[config.mk]
export PLATFORM = sky130hd
export DESIGN_NAME = ssm_shift_master
export DESIGN_NICKNAME = d
export VERILOG_FILES = /design/src/hw/ssm_pkg.sv /design/src/hw/ssm_shift_master.sv /design/src/hw/ssm_fifo.sv
export VERILOG_INCLUDE_DIRS = /design/src /design/src/hw
export SDC_FILE = /design/constraint.sdc
export NUM_CORES = 2
export LEC_CHECK = 0
export ABC_AREA = 1
export BUFFER_PORTS_ARGS = -buffer_cell sky130_fd_sc_hd__buf_4
export CAP_MARGIN = 10
export CORE_MARGIN = 3
export CORE_UTILIZATION = 49
export CTS_CLUSTER_DIAMETER = 80
export DETAILED_ROUTE_END_ITERATION = 8
export PLACE_DENSITY_LB_ADDON = 0.25
export SYNTH_ARGS = -nofsm -noshare
export SYNTH_HDL_FRONTEND = slang
export SYNTH_SLANG_ARGS = --single-unit
[constraint.sdc]
create_clock -name mclk -period 5.3 [get_ports mclk]
set_clock_uncertainty 0.2 [all_clocks]
set_input_delay 1.06 -clock mclk [delete_from_list [all_inputs] [get_ports mclk]]
set_output_delay 1.06 -clock mclk [all_outputs]
set_load 0.01 [all_outputs]
[src/hw/ssm_params.svh]
// Purpose: Constants of the synchronous shift master
// Assumes: 25 MHz mclk, 40 ns period
// Notes:   Times in their own unit, cycle counts derived in the top module
`ifndef SSM_PARAMS_SVH
`define SSM_PARAMS_SVH

`define SSM_NPIN        8
`define SSM_PINW        3
`define SSM_DW          32
`define SSM_BW          6
`define SSM_CNTW        22
`define SSM_DEF_BITS    6'h08
`define SSM_MAX_BITS    6'h20
`define SSM_FIFO_DEPTH  32
`define SSM_CYC_NS      40
`define SSM_PERIOD_NS   20000
`define SSM_ACT_NS      2000
`define SSM_NS_PER_US   1000
`define SSM_STRETCH_US  0
`define SSM_CNT_ONE     22'h000001
`define SSM_IDX_ONE     6'h01
`define SSM_MODE_LSB    0
`define SSM_MODE_POST   1
`define SSM_MODE_IHIGH  2

`endif

[src/hw/ssm_pkg.sv]
// Purpose: Types of the synchronous shift master
// Assumes: ssm_params.svh on the include path
// Notes:   Command word layout is the packed struct below
`include "ssm_params.svh"

package ssm_pkg;

	typedef enum logic [1:0] {
		SSM_IDLE   = 2'b00,
		SSM_SETUP  = 2'b01,
		SSM_ACTIVE = 2'b10
	} ssm_state_t;

	typedef logic [`SSM_PINW-1:0] ssm_pin_t;
	typedef logic [`SSM_NPIN-1:0] ssm_pins_t;
	typedef logic [`SSM_DW-1:0]   ssm_word_t;
	typedef logic [`SSM_BW-1:0]   ssm_bits_t;

	typedef struct packed {
		logic      rx;
		logic [2:0] mode;
		ssm_bits_t bits;
		ssm_word_t data;
	} ssm_cmd_t;

endpackage : ssm_pkg

[src/hw/ssm_shift_master.sv]
// Purpose: Bit-serial synchronous shift master on two assignable pins
// Assumes: Commands from logic on mclk; pin inputs are asynchronous
// Notes:   Chip select is a separate manual output, untouched by the shifter
`timescale 1ns/1ps

`include "ssm_params.svh"

module ssm_shift_master #(
	parameter int STRETCH_US = `SSM_STRETCH_US
) (
	input  wire logic             mclk,
	input  wire logic             resetn,
	input  wire logic             cmd_valid,
	output logic                  cmd_ready,
	input  wire logic             cmd_rx,
	input  wire logic [2:0]       cmd_mode,
	input  wire ssm_pkg::ssm_bits_t cmd_bits,
	input  wire ssm_pkg::ssm_word_t cmd_data,
	input  wire ssm_pkg::ssm_pin_t  clk_pin_sel,
	input  wire ssm_pkg::ssm_pin_t  data_pin_sel,
	input  wire logic             sel_assert,
	output logic                  sel_n,
	output logic                  busy,
	output logic                  rx_valid,
	output ssm_pkg::ssm_word_t      rx_data,
	input  wire ssm_pkg::ssm_pins_t gpio_in,
	output ssm_pkg::ssm_pins_t      gpio_out,
	output ssm_pkg::ssm_pins_t      gpio_oe
);
	import ssm_pkg::*;

	////////////////////////////////////////////////////////////////////////////////
	// Phase lengths

	localparam logic [`SSM_CNTW-1:0] ACT_CYC = `SSM_CNTW'(
		(`SSM_ACT_NS + STRETCH_US * `SSM_NS_PER_US + `SSM_CYC_NS - 1) / `SSM_CYC_NS);
	localparam logic [`SSM_CNTW-1:0] IDLE_CYC = `SSM_CNTW'(
		(`SSM_PERIOD_NS - `SSM_ACT_NS) / `SSM_CYC_NS);

	////////////////////////////////////////////////////////////////////////////////
	// State

	typedef struct packed {
		ssm_state_t            st;
		logic [`SSM_CNTW-1:0]  cnt;
		ssm_bits_t             idx;
		ssm_bits_t             nbits;
		ssm_word_t             sh;
		logic                  rx;
		logic [2:0]            mode;
		ssm_pin_t              clk_pin;
		ssm_pin_t              dat_pin;
		ssm_pins_t             pin_out;
		ssm_pins_t             pin_oe;
		ssm_word_t             rx_word;
		logic                  rx_pulse;
		logic                  sel_n;
		ssm_pins_t             sync1;
		ssm_pins_t             sync2;
	} ssm_st_t;

	ssm_st_t  s_reg;
	ssm_st_t  s_next;
	ssm_cmd_t fifo_in;
	ssm_cmd_t item;
	logic     item_valid;
	logic     take;

	////////////////////////////////////////////////////////////////////////////////
	// Command queue

	assign fifo_in = '{rx: cmd_rx, mode: cmd_mode, bits: cmd_bits, data: cmd_data};

	ssm_fifo #(
		.WIDTH ($bits(ssm_cmd_t)),
		.DEPTH (`SSM_FIFO_DEPTH)
	) u_fifo (
		.mclk      (mclk),
		.resetn    (resetn),
		.in_valid  (cmd_valid),
		.in_ready  (cmd_ready),
		.in_data   (fifo_in),
		.out_valid (item_valid),
		.out_ready (take),
		.out_data  (item)
	);

	// Next item is taken as soon as the previous one ends
	assign take = (s_reg.st == SSM_IDLE) && item_valid;

	////////////////////////////////////////////////////////////////////////////////
	// Shift engine

	always_comb begin
		ssm_bits_t nb;
		ssm_word_t nsh;
		ssm_bits_t bpos;
		logic      din;
		logic      lsb;
		logic      idle_lvl;
		nb       = '0;
		nsh      = s_reg.sh;
		bpos     = '0;
		din      = s_reg.sync2[s_reg.dat_pin];
		// Receive modes: bit 0 set means LSB first; transmit is the reverse
		lsb      = s_reg.rx ? s_reg.mode[`SSM_MODE_LSB] : ~s_reg.mode[`SSM_MODE_LSB];
		idle_lvl = s_reg.mode[`SSM_MODE_IHIGH];
		s_next   = s_reg;
		s_next.rx_pulse = 1'b0;
		s_next.sync1 = gpio_in;
		s_next.sync2 = s_reg.sync1;
		s_next.sel_n = ~sel_assert;
		// Low-order bits only: LSB first walks up, MSB first walks down
		bpos = lsb ? s_reg.idx : ssm_bits_t'(s_reg.nbits - `SSM_IDX_ONE - s_reg.idx);
		if (s_reg.rx) begin
			if (lsb) begin
				nsh[bpos[4:0]] = din;
			end else begin
				nsh = {s_reg.sh[`SSM_DW-2:0], din};
			end
		end
		case (s_reg.st)
			SSM_IDLE: begin
				if (take) begin
					if (item.bits == '0) begin
						nb = `SSM_DEF_BITS;
					end else if (item.bits > `SSM_MAX_BITS) begin
						nb = `SSM_MAX_BITS;
					end else begin
						nb = item.bits;
					end
					s_next.nbits   = nb;
					s_next.idx     = '0;
					s_next.rx      = item.rx;
					s_next.mode    = item.mode;
					s_next.sh      = item.rx ? '0 : item.data;
					s_next.clk_pin = clk_pin_sel;
					s_next.dat_pin = data_pin_sel;
					s_next.pin_oe  = '0;
					s_next.pin_oe[clk_pin_sel]  = 1'b1;
					s_next.pin_out[clk_pin_sel] = item.mode[`SSM_MODE_IHIGH];
					s_next.pin_oe[data_pin_sel] = ~item.rx;
					s_next.cnt     = IDLE_CYC;
					s_next.st      = SSM_SETUP;
				end
			end
			SSM_SETUP: begin
				s_next.pin_out[s_reg.clk_pin] = idle_lvl;
				if (!s_reg.rx) begin
					s_next.pin_out[s_reg.dat_pin] = s_reg.sh[bpos[4:0]];
				end
				s_next.cnt = `SSM_CNTW'(s_reg.cnt - `SSM_CNT_ONE);
				if (s_reg.cnt == `SSM_CNT_ONE) begin
					if (s_reg.rx && !s_reg.mode[`SSM_MODE_POST]) begin
						s_next.sh = nsh;
					end
					s_next.pin_out[s_reg.clk_pin] = ~idle_lvl;
					s_next.cnt = ACT_CYC;
					s_next.st  = SSM_ACTIVE;
				end
			end
			SSM_ACTIVE: begin
				s_next.cnt = `SSM_CNTW'(s_reg.cnt - `SSM_CNT_ONE);
				if (s_reg.cnt == `SSM_CNT_ONE) begin
					if (s_reg.rx && s_reg.mode[`SSM_MODE_POST]) begin
						s_next.sh = nsh;
					end
					s_next.pin_out[s_reg.clk_pin] = idle_lvl;
					if (s_reg.idx == ssm_bits_t'(s_reg.nbits - `SSM_IDX_ONE)) begin
						if (s_reg.rx) begin
							s_next.rx_word  = s_reg.mode[`SSM_MODE_POST] ? nsh : s_reg.sh;
							s_next.rx_pulse = 1'b1;
						end
						s_next.st = SSM_IDLE;
					end else begin
						s_next.idx = ssm_bits_t'(s_reg.idx + `SSM_IDX_ONE);
						s_next.cnt = IDLE_CYC;
						s_next.st  = SSM_SETUP;
					end
				end
			end
			default: begin
				s_next.st = SSM_IDLE;
			end
		endcase
	end

	always_ff @(posedge mclk or negedge resetn) begin
		if (!resetn) begin
			s_reg <= '{st: SSM_IDLE, sel_n: 1'b1, default: '0};
		end else begin
			s_reg <= s_next;
		end
	end

	////////////////////////////////////////////////////////////////////////////////
	// Outputs

	assign gpio_out = s_reg.pin_out;
	assign gpio_oe  = s_reg.pin_oe;
	assign sel_n    = s_reg.sel_n;
	assign rx_valid = s_reg.rx_pulse;
	assign rx_data  = s_reg.rx_word;
	assign busy     = (s_reg.st != SSM_IDLE) || item_valid;

	////////////////////////////////////////////////////////////////////////////////
	// Checks

	property p_default_bits;
		@(posedge mclk) disable iff (!resetn)
		take && (item.bits == '0) |=> s_reg.nbits == `SSM_DEF_BITS;
	endproperty
	a_default_bits: assert property (p_default_bits)
		else $error("default bit count not eight");

	property p_max_bits;
		@(posedge mclk) disable iff (!resetn)
		take && (item.bits > `SSM_MAX_BITS) |=> s_reg.nbits == `SSM_MAX_BITS;
	endproperty
	a_max_bits: assert property (p_max_bits)
		else $error("bit count above 32 not clamped");

	property p_low_bits;
		@(posedge mclk) disable iff (!resetn)
		rx_valid && (s_reg.nbits < `SSM_MAX_BITS) |-> (rx_data >> s_reg.nbits) == '0;
	endproperty
	a_low_bits: assert property (p_low_bits)
		else $error("received bits not in low positions");

	property p_idle_level;
		@(posedge mclk) disable iff (!resetn)
		(s_reg.st == SSM_SETUP) && $past(s_reg.st == SSM_SETUP)
			|-> gpio_out[s_reg.clk_pin] == s_reg.mode[`SSM_MODE_IHIGH];
	endproperty
	a_idle_level: assert property (p_idle_level)
		else $error("clock not at idle level between pulses");

	property p_active_level;
		@(posedge mclk) disable iff (!resetn)
		s_reg.st == SSM_ACTIVE |-> gpio_out[s_reg.clk_pin] != s_reg.mode[`SSM_MODE_IHIGH];
	endproperty
	a_active_level: assert property (p_active_level)
		else $error("clock not at active level during pulse");

	property p_active_len;
		@(posedge mclk) disable iff (!resetn)
		$rose(s_reg.st == SSM_ACTIVE) |-> s_reg.cnt == ACT_CYC
			##1 (s_reg.st == SSM_ACTIVE)[*2];
	endproperty
	a_active_len: assert property (p_active_len)
		else $error("active phase too short");

	property p_count_down;
		@(posedge mclk) disable iff (!resetn)
		(s_reg.st != SSM_IDLE) && (s_reg.cnt != `SSM_CNT_ONE)
			|=> $stable(s_reg.st) && (s_reg.cnt == `SSM_CNTW'($past(s_reg.cnt) - `SSM_CNT_ONE));
	endproperty
	a_count_down: assert property (p_count_down)
		else $error("phase ended before its count");

	property p_setup_len;
		@(posedge mclk) disable iff (!resetn)
		$rose(s_reg.st == SSM_SETUP) |-> s_reg.cnt == IDLE_CYC;
	endproperty
	a_setup_len: assert property (p_setup_len)
		else $error("idle phase length wrong");

	property p_tx_stable;
		@(posedge mclk) disable iff (!resetn)
		(s_reg.st == SSM_ACTIVE) && !s_reg.rx && $past(s_reg.st == SSM_ACTIVE)
			|-> $stable(gpio_out[s_reg.dat_pin]);
	endproperty
	a_tx_stable: assert property (p_tx_stable)
		else $error("transmit data moved during clock pulse");

	property p_pins;
		@(posedge mclk) disable iff (!resetn)
		take |=> gpio_oe[$past(clk_pin_sel)] && (s_reg.clk_pin == $past(clk_pin_sel));
	endproperty
	a_pins: assert property (p_pins)
		else $error("clock not driven on chosen pin");

	property p_select;
		@(posedge mclk) disable iff (!resetn)
		sel_assert ##1 sel_assert |-> !sel_n;
	endproperty
	a_select: assert property (p_select)
		else $error("select output not asserted");

endmodule : ssm_shift_master

[src/hw/ssm_fifo.sv]
// Purpose: Flip-flop FIFO with valid/ready on both sides
// Assumes: DEPTH is a power of two
// Notes:   Read data is a mux over registered storage
`timescale 1ns/1ps

module ssm_fifo #(
	parameter int WIDTH = 42,
	parameter int DEPTH = 32
) (
	input  wire logic             mclk,
	input  wire logic             resetn,
	input  wire logic             in_valid,
	output logic                  in_ready,
	input  wire logic [WIDTH-1:0] in_data,
	output logic                  out_valid,
	input  wire logic             out_ready,
	output logic      [WIDTH-1:0] out_data
);
	import ssm_pkg::*;

	localparam int AW = $clog2(DEPTH);

	typedef struct packed {
		logic [DEPTH-1:0][WIDTH-1:0] mem;
		logic [AW-1:0]               wp;
		logic [AW-1:0]               rp;
		logic [AW:0]                 cnt;
	} ssm_fifo_st_t;

	ssm_fifo_st_t s_reg;
	ssm_fifo_st_t s_next;
	logic         push;
	logic         pop;

	assign in_ready  = s_reg.cnt != (AW+1)'(DEPTH);
	assign out_valid = s_reg.cnt != '0;
	assign out_data  = s_reg.mem[s_reg.rp];
	assign push      = in_valid && in_ready;
	assign pop       = out_valid && out_ready;

	always_comb begin
		s_next = s_reg;
		if (push) begin
			s_next.mem[s_reg.wp] = in_data;
			s_next.wp = AW'(s_reg.wp + 1'b1);
		end
		if (pop) begin
			s_next.rp = AW'(s_reg.rp + 1'b1);
		end
		s_next.cnt = (AW+1)'(s_reg.cnt + {{AW{1'b0}}, push} - {{AW{1'b0}}, pop});
	end

	always_ff @(posedge mclk or negedge resetn) begin
		if (!resetn) begin
			s_reg <= '0;
		end else begin
			s_reg <= s_next;
		end
	end

	property p_no_overflow;
		@(posedge mclk) disable iff (!resetn)
		(s_reg.cnt <= (AW+1)'(DEPTH)) && (AW'(s_reg.wp - s_reg.rp) == s_reg.cnt[AW-1:0]);
	endproperty
	a_no_overflow: assert property (p_no_overflow)
		else $error("fifo count out of step with pointers");

endmodule : ssm_fifo

==> summary.md <==
| Metric | Value |
|---|---|
| Remaining DRCs | `0` |
| Share of synthesized cell area in and, or, nand and nor gates | `18.13%` |
| Core Area | `141900 um^2` |
| Power density over the cells | `482.7 nW/um^2` |
| Detail-routed via count per cell | `5.957` |
| Global routing usage summed across all routing layers | `~29%` |
| Net switching fraction of the power | `31.29%` |
| Setup TNS after final layout | `0 ps` |
| Area Overhead vs Synth | `8.868%` |
| Leading cell type in the layout, fill and taps excluded | `sky130_fd_sc_hd__o21ai_0` |
| Share of the synthesized area in the top cell type | `53.60%` |
| Register area share after synthesis | `53.64%` |
| Headroom to the max-slew limit | `20.11%` |
| Start-to-end type of the worst setup path | `register to register` |
| Final Max Slew Viols | `0` |
| Syn avg cell area | `8.234 um^2` |
| CTS HTree Levels | `4` |
| Maximum frequency from static timing analysis | `between 200 and 300 MHz` |
| Sequential Power Share | `49.0%` |
| Share of layout cells above drive strength 1 | `6.868%` |
| Shortest clock period the worst path allows after layout | `3881 ps` |
| Post-route antenna net violation count | `0` |
| First-pass GRT wire length | `about 340000 um` |
| Number of vias after detailed routing | `60270` |
| Clk_lat worst skew | `approximately 800 ps` |
| Routability cong. | `around 0.93` |
| Worst-path cell with the longest stage delay | `sky130_fd_sc_hd__o21ai_1` |
| Post-CTS resize count | `0` |
| Adder-cell share of the synthesized area | `0.5385%` |
| Comb power frac | `approximately 20%` |
| Library cell with the largest summed area after synthesis | `sky130_fd_sc_hd__dfrtp_1` |
| Post-layout nets | `slightly above 8000` |
| Cell count after synthesis | `approximately 8500` |
| Number of synthesized register bits | `1504` |
| Die area | `roughly 150000 um^2` |
| Xor/xnor cell area share of the yosys netlist | `0.4244%` |
| Result of the run | `complete, no violations` |
| Startpoint class of the critical path | `register` |
| Multiplexer share of the synthesized area | `0%` |
| Port Buffers | `111` |
| Grt ovf | `0` |
| Required time of the critical path | `5810 ps` |
| Unrepaired setup endpoints after global routing | `false` |
| Starting density of the core | `between 40% and 50%` |
| Synth Area in Compound Gates | `about a fifth` |
| Hold Path Depth | `0` |
| Synth Cell Area | `70170 um^2` |
| Clock Sink Count | `about 1500` |
| Largest family of logic cells by synthesized area | `compound AO/OA/AOI/OAI gates` |
| Initial DRC Count | `7070` |
| Flip-flop count of the largest register after layout | `1360` |
| Depth of the worst register-to-register path | `14` |
| Die Y-Extent | `384.4 um` |
| Wire length after detailed routing | `214800 um` |
| Number of global-route vias before repair | `approximately 57000` |
| Number of failing hold endpoints at the final stage | `0` |
| Maximum single-stage delay on the critical path | `740 ps` |
| P_leak | `0.03427 uW` |
| Number of warnings printed during yosys synthesis | `0` |
| Maximum count of clock buffers along a single path | `3` |
| Final-report setup violation count | `0` |
| Top cells by area in the synthesized netlist | `sky130_fd_sc_hd__dfrtp_1, sky130_fd_sc_hd__o21ai_0, sky130_fd_sc_hd__nand2_1` |
| CP Data Arrival Time | `4390 ps` |
| Synth cell types | `a little under 50` |
| Cell at the root of the clock tree | `sky130_fd_sc_hd__clkbuf_16` |
| Internal power consumption | `25340 uW` |
| Detailed placement HPWL | `122400 um` |
| Series of cell instances along the critical path | `inv_1, ha_1, fa_1, o21ai_1, inv_2, nor2_2, nand4_1, inv_1, nand2_1, nand3_1, nand2_1, nand2_1, nand2_1, a21boi_1` |
| Proportion of power drawn by the clock network | `30.6%` |
| Maximum number of pins on one net before global-route repair | `185` |
| Worst path most repeated cell | `sky130_fd_sc_hd__nand2_1` |
| Num CTS Buffers | `161` |
| Most frequent cells in the layout | `sky130_fd_sc_hd__o21ai_0, sky130_fd_sc_hd__nand2_1, sky130_fd_sc_hd__dfrtp_1` |
| Slew at the pin closest to its max-slew limit | `1197 ps` |
| Number of antenna violations at the first check in global routing | `3` |
| Clock tree from TritonCTS | `built` |
| Crit end category | `register` |
| Largest fanout of any net on the critical path | `14` |
| Clock input transition at the sequential cells of the worst setup and hold paths | `60 ps` |
| Worst vdd rail ir drop | `between 0.3 and 0.4 mV` |
| Type of the most critical hold path | `register to register` |
| Crit share post-route | `about 73%` |
| Horizontal die dimension | `384.4 um` |
| Number of detailed-route iterations in the first pass | `8` |
| Switching power total | `11540 uW` |
| Post-route total power | `36870 uW` |
| Number of ports placed on the die boundary | `112` |
| Total nets after synthesis | `8611` |
| Reported max-cap violation count | `0` |
| Count of antenna diodes in the layout | `0` |
| Average detailed-routed wire length per instance | `21.23 um` |
| Row count | `around 140` |
==> power by group through the flow <==
stage	combinational, uW	sequential (uW)	clock [uW]
6_report	7530	18100	11300
5_1_grt	8820	18500	11900
4_1_cts	7530	18000	11400
3_5_place_dp	7490	18100	0
3_3_place_gp	7190	18000	0
2_1_floorplan	5570	17500	0
==> per-layer routing <==
metal,wire [um],global-route usage [%],vias up,share of wire (%)
met5,13,0,-,0.0061
met4,6292,9.067,2,2.9
met3,16790,5.361,399,7.8
met2,97690,45.50,2477,45
met1,93970,40.61,29740,44
li1,-,-,27650,-
==> path summary, 6_finish.rpt <==
path,start,slack [ps],endpoint
max in group asynchronous,resetn,2930,u_fifo.s_reg[409]
hold / removal,s_next[3],150,s_reg[3]
min in group asynchronous,resetn,640,u_fifo.s_reg[112]
hold reg to reg,s_next[3],150,s_reg[3]
setup reg to reg,s_reg[108],1420,s_reg[99]
setup / recovery,s_reg[108],1420,s_reg[99]
==> metrics by stage <==
| step | std cells | hold WS [ps] | utilization [%] | worst slack [ps] | instance area, um^2 |
|---|---|---|---|---|---|
| 6_report | 10120 | 149.2 | 53.82 | 1419 | 76390 |
| 5_1_grt | 10120 | 136.0 | 53.82 | 1094 | 76390 |
| 4_1_cts | 10120 | 112.9 | 53.82 | 1446 | 76390 |
| 3_5_place_dp | 9821 | 134.7 | 50.08 | 1463 | 71080 |
| 3_3_place_gp | 9821 | 134.5 | 50.08 | 1513 | 71080 |
| 2_1_floorplan | 8522 | 131.2 | - | 2495 | 70170 |
==> critical path: cells and delay by family (launching register included) <==
| kind | cells | cell delay (ps) |
|---|---|---|
| buffers and inverters | 3 | 420 |
| adder cells (fa/ha/maj) | 2 | 780 |
| AND/OR/NAND/NOR | 7 | 1120 |
| flip-flops | 1 | 390 |
| AO/OA/AOI/OAI | 2 | 890 |
==> cell usage after synthesis, drive strengths merged <==
master / n
xor2: 29
a21oi: 138
dfrtp: 1503
buf: 291
nand3b: 2
o21a: 1
nand3: 244
clkinv: 9
dfstp: 1
nor3: 36
nand4: 57
nor4: 4
o21ai: 2147
ha: 27
o221ai: 108
a31oi: 9
inv: 202
a21boi: 32
o22ai: 213
or2: 1
o211ai: 61
nor2: 873
o2111ai: 1
clkbuf: 518
fa: 2
a211oi: 2
a22o: 1
a221oi: 7
nand2: 1998
xnor2: 5
==> cell type report <==
cell class / count / area (um^2)
flip-flops and latches: 1504 / 37650
inverters: 211 / 823.3
well taps: 1890 / 2365
clock inverters: 44 / 441.7
fillers: 13160 / 65540
multi-input cells: 5998 / 28220
repair buffers: 219 / 2029
clock buffers: 251 / 4861
==> timing repair <==
| item | in CTS | in global routing |
|---|---|---|
| buffers inserted | 0 | 0 |
| hold buffers | 1 | 0 |
| hold endpoints to repair | 40 | 0 |
==> cells by family (layout without fill, tap and decap cells) <==
logic type                 count (synthesis)  count (layout)
and+or+nand+nor                         3215            3215
AOI/OAI and AO/OA                       2720            2720
DFF                                     1504            1504
buffers and inverters                   1020             725
xor gates and xnor gates                  34              34
adders and majority gates                 29              29
(Power assumes the default switching activity.)
